<file path="src/hsg_defs.svh">
// haptic signal generator: register offsets, field positions, reset values
// and timing counts; included by the package and the design module
`ifndef HSG_DEFS_SVH
`define HSG_DEFS_SVH

`define HSG_ADDR_W 8
`define HSG_OFF_CTRL 8'h90
`define HSG_OFF_DIV 8'h91
`define HSG_OFF_L1 8'h92
`define HSG_OFF_D1 8'h93
`define HSG_OFF_L2 8'h94
`define HSG_OFF_D2 8'h95
`define HSG_OFF_L3 8'h96
`define HSG_OFF_D3 8'h97
`define HSG_OFF_STS 8'h98
`define HSG_OFF_MIX 8'h99

`define HSG_RATE_MSB 14
`define HSG_RATE_LSB 11
`define HSG_TRIG_BIT 4
`define HSG_MODE_MSB 3
`define HSG_MODE_LSB 2
`define HSG_ACT_BIT 1
`define HSG_ACTIVE_BIT 0

`define HSG_DIV_RST 15'h7FFF
`define HSG_MIX_RST 8'h00
`define HSG_SRC_HAPTIC 8'h06
`define HSG_RATE_ASYNC 4'h8

// clock and step timing
`define HSG_CLK_HZ 10000000
`define HSG_STEP_NS 625000
`define HSG_CLK_NS 100
`define HSG_TICK_SYNC_HZ 6144000
`define HSG_TICK_ASYNC_HZ 5644800

`endif

</file>
<file path="src/hsg_pkg.sv">
// haptic signal generator types: modes, states and the bus request struct
// assumes hsg_defs.svh is on the include path
`include "hsg_defs.svh"

package hsg_pkg;

  typedef enum logic [1:0] {
    HSG_MODE_OFF = 2'h0,
    HSG_MODE_CONT = 2'h1,
    HSG_MODE_SHOT = 2'h2,
    HSG_MODE_RSVD = 2'h3
  } hsg_mode_t;

  // gray order along idle -> p1 -> p2 -> p3
  typedef enum logic [1:0] {
    HSG_ST_IDLE = 2'b00,
    HSG_ST_P1 = 2'b01,
    HSG_ST_P2 = 2'b11,
    HSG_ST_P3 = 2'b10
  } hsg_state_t;

  typedef struct packed {
    logic wr;
    logic rd;
    logic [`HSG_ADDR_W-1:0] addr;
    logic [15:0] wdata;
  } hsg_req_t;

endpackage

</file>
<file path="src/hsg_generator.sv">
// haptic signal generator: register file, one-shot sequencer, tone/dc source
// assumes a 10 MHz clock, a single-cycle strobe bus and an external mixer
// that consumes the 16-bit sample when sample_valid_o pulses
`timescale 1ns/1ns
`include "hsg_defs.svh"

// Overview of operation
// - mixer source code 06h selects haptic stream
// - mode 00 off, 01 continuous, 10 one-shot
// - trigger write runs phases one, two, three
// - actuator bit: 0 rotating mass, 1 resonant
// - rotating mass outputs signed DC level
// - resonant outputs square wave, negative inverts
// - continuous mode uses only phase two level
// - tone freq is tick over 2(div+1)
// - tick is 6.144 or 5.6448 MHz
// - rate below 1000 uses 6.144 MHz tick
// - divider ignored for rotating mass
// - phase levels are 8-bit two's complement
// - phases one and three use own levels
// - phase one lasts count times 0.625 ms
// - phase two lasts 11-bit count steps
// - phase three lasts 9-bit count steps
// - status bit high while one-shot runs
// - rate codes 0-2 sync, 8-9 async
module hsg_generator
  import hsg_pkg::*;
(
  input wire logic clk_i,
  input wire logic rst_n_i,
  input wire hsg_req_t bus_i,
  output logic [15:0] rdata_o,
  output logic [15:0] sample_o,
  output logic sample_valid_o,
  output logic [15:0] mixer_data_o
);

  localparam int STEP_CYC = `HSG_STEP_NS / `HSG_CLK_NS;
  // tick enable: phase accumulator at 10 MHz produces the tick rate
  localparam logic [23:0] TICK_INC_SYNC =
    24'((64'(`HSG_TICK_SYNC_HZ) << 24) / `HSG_CLK_HZ);
  localparam logic [23:0] TICK_INC_ASYNC =
    24'((64'(`HSG_TICK_ASYNC_HZ) << 24) / `HSG_CLK_HZ);

  function automatic logic sel(input logic [`HSG_ADDR_W-1:0] a,
                               input logic [`HSG_ADDR_W-1:0] off);
    sel = (a == off);
  endfunction

  logic [3:0] rate_reg;
  hsg_mode_t mode_reg;
  logic act_reg;
  logic [14:0] div_reg;
  logic [7:0] l1_reg, l2_reg, l3_reg;
  logic [8:0] d1_reg, d3_reg;
  logic [10:0] d2_reg;
  logic [7:0] mix_src_reg;
  logic [15:0] rdata_reg;
  hsg_state_t st_reg, st_next;
  logic [12:0] step_cnt_reg;
  logic [10:0] phase_cnt_reg;
  logic [23:0] tick_acc_reg;
  logic tick_reg;
  logic [14:0] div_cnt_reg;
  logic pol_reg;
  logic [15:0] sample_reg;
  logic trig;
  logic step_done;
  logic phase_end;
  logic [10:0] phase_len;
  logic [7:0] level;
  logic [23:0] tick_sum;
  logic tick_async;

  assign trig = bus_i.wr && sel(bus_i.addr, `HSG_OFF_CTRL) &&
    bus_i.wdata[`HSG_TRIG_BIT] && mode_reg == HSG_MODE_SHOT;

  // write strobe aimed at one offset
  function automatic logic wr_sel(input hsg_req_t r,
                                  input logic [`HSG_ADDR_W-1:0] off);
    wr_sel = r.wr && sel(r.addr, off);
  endfunction

  // 8-bit level placed at the top of the 16-bit sample word
  function automatic logic [15:0] scale(input logic [7:0] lvl);
    scale = {lvl, 8'h00};
  endfunction

  // control fields; the trigger bit is a strobe and is never stored
  // a reserved mode code is kept but drives no output
  always_ff @(posedge clk_i or negedge rst_n_i) begin
    if (!rst_n_i) begin
      rate_reg <= 4'h0;
      mode_reg <= HSG_MODE_OFF;
      act_reg <= 1'b0;
    end else if (wr_sel(bus_i, `HSG_OFF_CTRL)) begin
      rate_reg <= bus_i.wdata[`HSG_RATE_MSB:`HSG_RATE_LSB];
      mode_reg <= hsg_mode_t'(bus_i.wdata[`HSG_MODE_MSB:`HSG_MODE_LSB]);
      act_reg <= bus_i.wdata[`HSG_ACT_BIT];
    end
  end

  // resonance divider, read only by the resonant path
  always_ff @(posedge clk_i or negedge rst_n_i) begin
    if (!rst_n_i) begin
      div_reg <= `HSG_DIV_RST;
    end else if (wr_sel(bus_i, `HSG_OFF_DIV)) begin
      div_reg <= bus_i.wdata[14:0];
    end
  end

  // phase levels, signed 8-bit
  always_ff @(posedge clk_i or negedge rst_n_i) begin
    if (!rst_n_i) begin
      l1_reg <= 8'h00;
    end else if (wr_sel(bus_i, `HSG_OFF_L1)) begin
      l1_reg <= bus_i.wdata[7:0];
    end
  end

  always_ff @(posedge clk_i or negedge rst_n_i) begin
    if (!rst_n_i) begin
      l2_reg <= 8'h00;
    end else if (wr_sel(bus_i, `HSG_OFF_L2)) begin
      l2_reg <= bus_i.wdata[7:0];
    end
  end

  always_ff @(posedge clk_i or negedge rst_n_i) begin
    if (!rst_n_i) begin
      l3_reg <= 8'h00;
    end else if (wr_sel(bus_i, `HSG_OFF_L3)) begin
      l3_reg <= bus_i.wdata[7:0];
    end
  end

  // phase lengths in 0.625 ms steps
  always_ff @(posedge clk_i or negedge rst_n_i) begin
    if (!rst_n_i) begin
      d1_reg <= 9'h000;
    end else if (wr_sel(bus_i, `HSG_OFF_D1)) begin
      d1_reg <= bus_i.wdata[8:0];
    end
  end

  always_ff @(posedge clk_i or negedge rst_n_i) begin
    if (!rst_n_i) begin
      d2_reg <= 11'h000;
    end else if (wr_sel(bus_i, `HSG_OFF_D2)) begin
      d2_reg <= bus_i.wdata[10:0];
    end
  end

  always_ff @(posedge clk_i or negedge rst_n_i) begin
    if (!rst_n_i) begin
      d3_reg <= 9'h000;
    end else if (wr_sel(bus_i, `HSG_OFF_D3)) begin
      d3_reg <= bus_i.wdata[8:0];
    end
  end

  // output mixer source select
  always_ff @(posedge clk_i or negedge rst_n_i) begin
    if (!rst_n_i) begin
      mix_src_reg <= `HSG_MIX_RST;
    end else if (wr_sel(bus_i, `HSG_OFF_MIX)) begin
      mix_src_reg <= bus_i.wdata[7:0];
    end
  end

  // a one-shot profile is in progress
  logic busy;
  assign busy = st_reg != HSG_ST_IDLE;

  // register image for a read; unmapped offsets and the trigger read 0
  function automatic logic [15:0] read_word(
      input logic [`HSG_ADDR_W-1:0] a);
    logic [15:0] w;
    w = 16'h0000;
    case (a)
      `HSG_OFF_CTRL: begin
        w[`HSG_RATE_MSB:`HSG_RATE_LSB] = rate_reg;
        w[`HSG_MODE_MSB:`HSG_MODE_LSB] = mode_reg;
        w[`HSG_ACT_BIT] = act_reg;
      end
      `HSG_OFF_DIV: w[14:0] = div_reg;
      `HSG_OFF_L1: w[7:0] = l1_reg;
      `HSG_OFF_D1: w[8:0] = d1_reg;
      `HSG_OFF_L2: w[7:0] = l2_reg;
      `HSG_OFF_D2: w[10:0] = d2_reg;
      `HSG_OFF_L3: w[7:0] = l3_reg;
      `HSG_OFF_D3: w[8:0] = d3_reg;
      `HSG_OFF_STS: w[`HSG_ACTIVE_BIT] = busy;
      `HSG_OFF_MIX: w[7:0] = mix_src_reg;
      default: w = 16'h0000;
    endcase
    read_word = w;
  endfunction

  // read data, valid only in the cycle after the read strobe
  always_ff @(posedge clk_i or negedge rst_n_i) begin
    if (!rst_n_i) begin
      rdata_reg <= 16'h0000;
    end else if (bus_i.rd) begin
      rdata_reg <= read_word(bus_i.addr);
    end else begin
      rdata_reg <= 16'h0000;
    end
  end
  assign rdata_o = rdata_reg;

  // 0.625 ms step counter, restarted on trigger
  always_ff @(posedge clk_i or negedge rst_n_i) begin
    if (!rst_n_i) begin
      step_cnt_reg <= 13'h0000;
    end else if (trig || st_reg == HSG_ST_IDLE || step_done) begin
      step_cnt_reg <= 13'h0000;
    end else begin
      step_cnt_reg <= step_cnt_reg + 13'h0001;
    end
  end
  assign step_done = step_cnt_reg == 13'(STEP_CYC - 1);

  always_comb begin
    case (st_reg)
      HSG_ST_P1: begin
        phase_len = {2'b00, d1_reg};
      end
      HSG_ST_P2: begin
        phase_len = d2_reg;
      end
      HSG_ST_P3: begin
        phase_len = {2'b00, d3_reg};
      end
      default: phase_len = 11'h000;
    endcase
  end
  // zero-length phase ends at once; otherwise after phase_len steps
  assign phase_end = phase_len == 11'h000 ||
    (step_done && phase_cnt_reg == phase_len - 11'h001);

  always_comb begin
    st_next = st_reg;
    case (st_reg)
      HSG_ST_IDLE: begin
        if (trig) st_next = HSG_ST_P1;
      end
      HSG_ST_P1: begin
        if (phase_end) st_next = HSG_ST_P2;
      end
      HSG_ST_P2: begin
        if (phase_end) st_next = HSG_ST_P3;
      end
      HSG_ST_P3: begin
        if (phase_end) st_next = HSG_ST_IDLE;
      end
      default: st_next = HSG_ST_IDLE;
    endcase
    // leaving one-shot mode aborts; a new trigger restarts phase one
    if (mode_reg != HSG_MODE_SHOT) begin
      st_next = HSG_ST_IDLE;
    end else if (trig) begin
      st_next = HSG_ST_P1;
    end
  end

  always_ff @(posedge clk_i or negedge rst_n_i) begin
    if (!rst_n_i) begin
      st_reg <= HSG_ST_IDLE;
    end else begin
      st_reg <= st_next;
    end
  end

  // steps spent in the current phase, cleared on every state change
  always_ff @(posedge clk_i or negedge rst_n_i) begin
    if (!rst_n_i) begin
      phase_cnt_reg <= 11'h000;
    end else if (st_next != st_reg || trig) begin
      phase_cnt_reg <= 11'h000;
    end else if (step_done) begin
      phase_cnt_reg <= phase_cnt_reg + 11'h001;
    end
  end

  // system tick enable, rate chosen by the rate field
  // the average rate sits slightly below nominal (truncated increment); single ticks jitter by one clock
  assign tick_async = rate_reg >= `HSG_RATE_ASYNC;
  assign tick_sum = tick_acc_reg +
    (tick_async ? TICK_INC_ASYNC : TICK_INC_SYNC);

  always_ff @(posedge clk_i or negedge rst_n_i) begin
    if (!rst_n_i) begin
      tick_acc_reg <= 24'h000000;
    end else begin
      tick_acc_reg <= tick_sum;
    end
  end

  // a carry out of the accumulator marks one tick
  always_ff @(posedge clk_i or negedge rst_n_i) begin
    if (!rst_n_i) begin
      tick_reg <= 1'b0;
    end else begin
      tick_reg <= tick_sum < tick_acc_reg;
    end
  end

  // end of one half period of the resonant wave
  logic half_done;
  assign half_done = tick_reg && div_cnt_reg >= div_reg;

  // divider count restarts after div+1 ticks
  always_ff @(posedge clk_i or negedge rst_n_i) begin
    if (!rst_n_i) begin
      div_cnt_reg <= 15'h0000;
    end else if (half_done) begin
      div_cnt_reg <= 15'h0000;
    end else if (tick_reg) begin
      div_cnt_reg <= div_cnt_reg + 15'h0001;
    end
  end

  // polarity toggles every div+1 ticks: period 2(div+1) ticks
  always_ff @(posedge clk_i or negedge rst_n_i) begin
    if (!rst_n_i) begin
      pol_reg <= 1'b0;
    end else if (half_done) begin
      pol_reg <= ~pol_reg;
    end
  end

  // level of the phase now running; zero when idle or disabled
  always_comb begin
    level = 8'h00;
    case (mode_reg)
      HSG_MODE_CONT: begin
        level = l2_reg;
      end
      HSG_MODE_SHOT: begin
        case (st_reg)
          HSG_ST_P1: begin
            level = l1_reg;
          end
          HSG_ST_P2: begin
            level = l2_reg;
          end
          HSG_ST_P3: begin
            level = l3_reg;
          end
          default: level = 8'h00;
        endcase
      end
      default: level = 8'h00;
    endcase
  end

  // level scaled to 16-bit full scale; resonant output flips sign
  always_ff @(posedge clk_i or negedge rst_n_i) begin
    if (!rst_n_i) begin
      sample_reg <= 16'h0000;
    end else if (!act_reg) begin
      sample_reg <= scale(level);
    end else if (pol_reg) begin
      sample_reg <= 16'(-$signed(scale(level)));
    end else begin
      sample_reg <= scale(level);
    end
  end
  assign sample_o = sample_reg;
  assign sample_valid_o = tick_reg;
  // mixer input stage: haptic sample only when its source code is set
  assign mixer_data_o = (mix_src_reg == `HSG_SRC_HAPTIC) ?
    sample_reg : 16'h0000;

endmodule

</file>
<file path="config.mk">
export PLATFORM = sky130hd
export DESIGN_NAME = hsg_generator
export DESIGN_NICKNAME = d
export VERILOG_FILES = /design/src/hsg_pkg.sv /design/src/hsg_generator.sv
export VERILOG_INCLUDE_DIRS = /design/src
export SDC_FILE = /design/constraint.sdc
export NUM_CORES = 1
export LEC_CHECK = 0
export ABC_AREA = 1
export BUFFER_PORTS_ARGS = -buffer_cell sky130_fd_sc_hd__buf_2
export CAP_MARGIN = 0
export CORE_ASPECT_RATIO = 1.5
export CORE_UTILIZATION = 50
export CTS_BUF_LIST = sky130_fd_sc_hd__clkbuf_4
export CTS_CLUSTER_DIAMETER = 60
export CTS_CLUSTER_SIZE = 24
export DETAILED_ROUTE_END_ITERATION = 8
export GPL_TIMING_DRIVEN = 1
export PLACE_DENSITY_LB_ADDON = 0.12
export SETUP_SLACK_MARGIN = 0.5
export SYNTH_ARGS = -nofsm -noshare
export SYNTH_HDL_FRONTEND = slang
export SYNTH_SLANG_ARGS = --single-unit
</file>
<file path="constraint.sdc">
create_clock -name clk_i -period 4.2 [get_ports clk_i]
set_input_delay 0.63 -clock clk_i [delete_from_list [all_inputs] [get_ports clk_i]]
set_output_delay 0.63 -clock clk_i [all_outputs]
set_load 0.005 [all_outputs]
</file>
==> flow_summary.ini <==
[run_status]
status = complete, no violations

[cells_and_area]
nets = 1320
largest_reg_flops = 24
area_growth_pct = 8.018
drive_above_1_share = 0.1338

[worst_setup_path]
path_buf_inv = 1
critPathTopFamily = simple AND/OR/NAND/NOR gates
crit_path_start_kind = flop
cp_common_cell = nand2_1
critPathCaptureType = flop
crit_path_max_fanout = 18
startpoint = st_reg[1]$_DFF_PN0_
crit_path_top_delay_cell = dfrtp_1
path_cells = inv_4, nor2_4, nand2_2, nand2_2, nor2_4, ha_1, xnor2_1, or2_2, nand3_1, nor2_1, nand3_1, nor2_1, nand3_2, nand2_1, nand2_1, nand2_1, nand2_1, nand2_1, nor2_1, nand2_2, nor2_1
worst-r2r-cell-count = 21
critPathRequiredTime_ps = 4670
cp.arrival_ps = 3850
r2r_setup_slack_ps = 820
regToRegStartpoint = st_reg[1]$_DFF_PN0_
cpPeakStageDelay_ps = 790
crit_type = flop to flop
r2r_end = phase_cnt_reg[10]$_DFFE_PN0P_

[floorplanning]
start_util = 0.5157
rows = 61
fp.dieArea_sq_um = 19860
num_io_pins = 77
die_height_microns = 172.1
core-area_sq_um = 18700
fp.dieW_microns = 115.4

[sta]
clock.fmax_ghz = 0.2955
setup_viol = 0
hold_viol_final = 0
final-max-slew-violation-count = 0
worst_pin_slew_ps = 867.1
rsz0062_at_grt = no
setup_tns_ps = 0
relSlewSlack = 0.4205
layout_setup_ws_ps = 815.8
fin_crit_ps = 3384
fin_worst_skew_ps = 22.33
min_period_over_period = 0.8058

[power]
p_leak_nw = 5.109
power.density_nw_per_um2 = 375.4
switching_power_mw = 1.367
ir_drop_uv = 300.0
switching_share = 0.3496
internal-power_mw = 2.543
comb_power_share = 0.236
finalPower_mw = 3.910
pwr-share-clk = 0.255
pwr-share-seq = 0.509

[flow_run]
max_cap_viol_count = 0

[logic_synthesis]
synth-seq-cells = 173
syn-cell-area_sq_um = 9643
synth_seq_area_share = 0.4509
yosys_warnings = 0
ys_async_sr_fraction = 1.000
synth_ff_type = dfrtp_1
synth_edf_count = 0
syn-instance-count = 1192
synth.distinct_cells = 53
synth.avg_cell_area_sq_um = 8.090

[routing]
drt-wirelength-per-cell_microns = 15.51
dr.pass1.iters = 5
vias = 7903
viasPerCell = 5.213
first_iter_violations = 477
ant_nets = 0
route.detailed.drc = 0
wl_microns = 23520

[grt]
antenna_found_initial = 1
grt_pass1_vias = 7760
grt_overflow_total = 0
grtUsageTotal = 0.2544
grt_pass1_wl_microns = 38230
grt_max_degree = 115

[place]
portBuffers = 58
dp_hpwl_microns = 17740
dp_slack_ps = 697.6
gp_congestion = 0.9256

[clocking]
clockBufferDepth = 2
cts_sinks = 173
root_buffer = clkbuf_4
cts.clk_slew.worst_paths_ps = 160
cts_made_buffers = 17
cts_tree = built
htreeDepth = 4
clock_latency_ps = 580

[worst_hold_path]
worstHoldPathType = primary input to flop
holdPathEnd = div_reg[12]$_DFFE_PN1P_
hold_depth = 3
min_from = bus_i[12]
==> Yosys cell counts, types with 4 or more instances <==
| library cell | number | share of area |
|---|---|---|
| nand3_2 | 11 | 0.011 |
| nor2_4 | 7 | 0.0082 |
| nand2_1 | 273 | 0.11 |
| nor4_1 | 6 | 0.0039 |
| nand2_2 | 6 | 0.0039 |
| o21ai_0 | 110 | 0.057 |
| nor2_2 | 19 | 0.012 |
| nor3b_1 | 6 | 0.0047 |
| dfrtp_1 | 158 | 0.41 |
| nand4_1 | 11 | 0.0071 |
| dfstp_2 | 15 | 0.041 |
| xor2_1 | 30 | 0.027 |
| buf_6 | 5 | 0.0058 |
| inv_2 | 6 | 0.0023 |
| nor2_1 | 89 | 0.035 |
| nand3_1 | 67 | 0.035 |
| xnor2_1 | 12 | 0.011 |
| nor3_1 | 14 | 0.0073 |
| a21oi_1 | 31 | 0.016 |
| o21ai_1 | 5 | 0.0026 |
| a22o_1 | 5 | 0.0045 |
| clkbuf_1 | 16 | 0.0062 |
| o22ai_1 | 8 | 0.0052 |
| a221oi_1 | 4 | 0.0036 |
| ha_1 | 41 | 0.053 |
| a2111oi_0 | 4 | 0.0036 |
| buf_4 | 18 | 0.014 |
| inv_1 | 176 | 0.069 |
==> through the flow <==
stage | cell area, sq um | hold WS, ps | util | instances
after floorplan | 9703 | 334.4 | - | 1208
after global placement | 10100 | 466.0 | 0.5402 | 1482
after detailed placement | 10100 | 471.4 | 0.5402 | 1482
after CTS | 10410 | 233.0 | 0.5566 | 1515
after global routing | 10420 | 248.3 | 0.5570 | 1516
final | 10420 | 270.0 | 0.5570 | 1516
==> worst max-delay path by stage <==
stage                                    endpoint  cells past startpoint
floorplan              tick_acc_reg[22]$_DFF_PN0_                     17
detailed placement       sample_valid_o$_DFF_PN0_                     17
finish              phase_cnt_reg[10]$_DFFE_PN0P_                     21
global route        phase_cnt_reg[10]$_DFFE_PN0P_                     21
CTS                    tick_acc_reg[22]$_DFF_PN0_                     17
global placement       tick_acc_reg[22]$_DFF_PN0_                     17
==> per-layer routing <==
layer	track usage	vias to the layer above	part of all wire
li1	-	3918	-
met1	0.2945	3709	0.41
met2	0.4447	211	0.50
met3	0.03645	65	0.038
met4	0.1474	0	0.051
met5	0	-	0
==> final cells by class <==
type                       count  area, sq um
fill                        1846         8283
antenna                        1        2.502
multi-input combinational    810         4407
tap                          252        315.3
clock buffer                  17        127.6
timing repair buffer          63        349.1
sequential                   173         4349
inverter                     185        696.9
clock inverter                15        168.9
==> repair_timing <==
item                                   CTS  global route
endpoints found under the hold margin    5             0
hold buffers                             1             0
setup buffers                            0             0
resized for setup                        0             3
setup endpoints to repair                0             3
==> cell families after synthesis <==
group / Yosys count / synth area share
AOI/OAI and AO/OA: 188 / 0.1104
xor gates and xnor gates: 42 / 0.03815
adders and majority gates: 42 / 0.05527
buffers and inverters: 225 / 0.09874
DFF: 173 / 0.4509
muxes: 1 / 0.001038
other: 1 / 0.0003889
and+or+nand+nor: 520 / 0.2451
==> power groups by stage <==
stage | Clock (mW) | Combinational, mW | Sequential, mW
after global routing | 1.10 | 1.09 | 2.01
after detailed placement | 0 | 0.932 | 2.02
final | 0.997 | 0.922 | 1.99
after global placement | 0 | 0.902 | 2.02
after CTS | 1.03 | 0.937 | 1.99
after floorplan | 0 | 0.709 | 1.98
==> worst min-delay path, stage by stage <==
cell	delay, ps
buf_2	90
inv_1	50
o21ai_0	80
==> cell usage in the layout, fill, tap and decap left out, types with 6 or more instances in the layout <==
| cell type | n |
|---|---|
| o22ai_1 | 8 |
| nor2_1 | 89 |
| nand2_2 | 6 |
| dfstp_2 | 15 |
| nand2_1 | 273 |
| a21oi_1 | 30 |
| nand4_1 | 11 |
| conb_1 | 17 |
| dfrtp_1 | 157 |
| nor3_1 | 14 |
| inv_2 | 7 |
| o21ai_0 | 110 |
| buf_2 | 57 |
| nand3_1 | 67 |
| xor2_1 | 30 |
| clkbuf_4 | 17 |
| xnor2_1 | 12 |
| nor2_2 | 19 |
| nor4_1 | 6 |
| inv_1 | 175 |
| nor3b_1 | 6 |
| ha_1 | 41 |
| nand3_2 | 11 |
| nor2_4 | 7 |
Note: power is estimated with default switching activity, not from simulation.
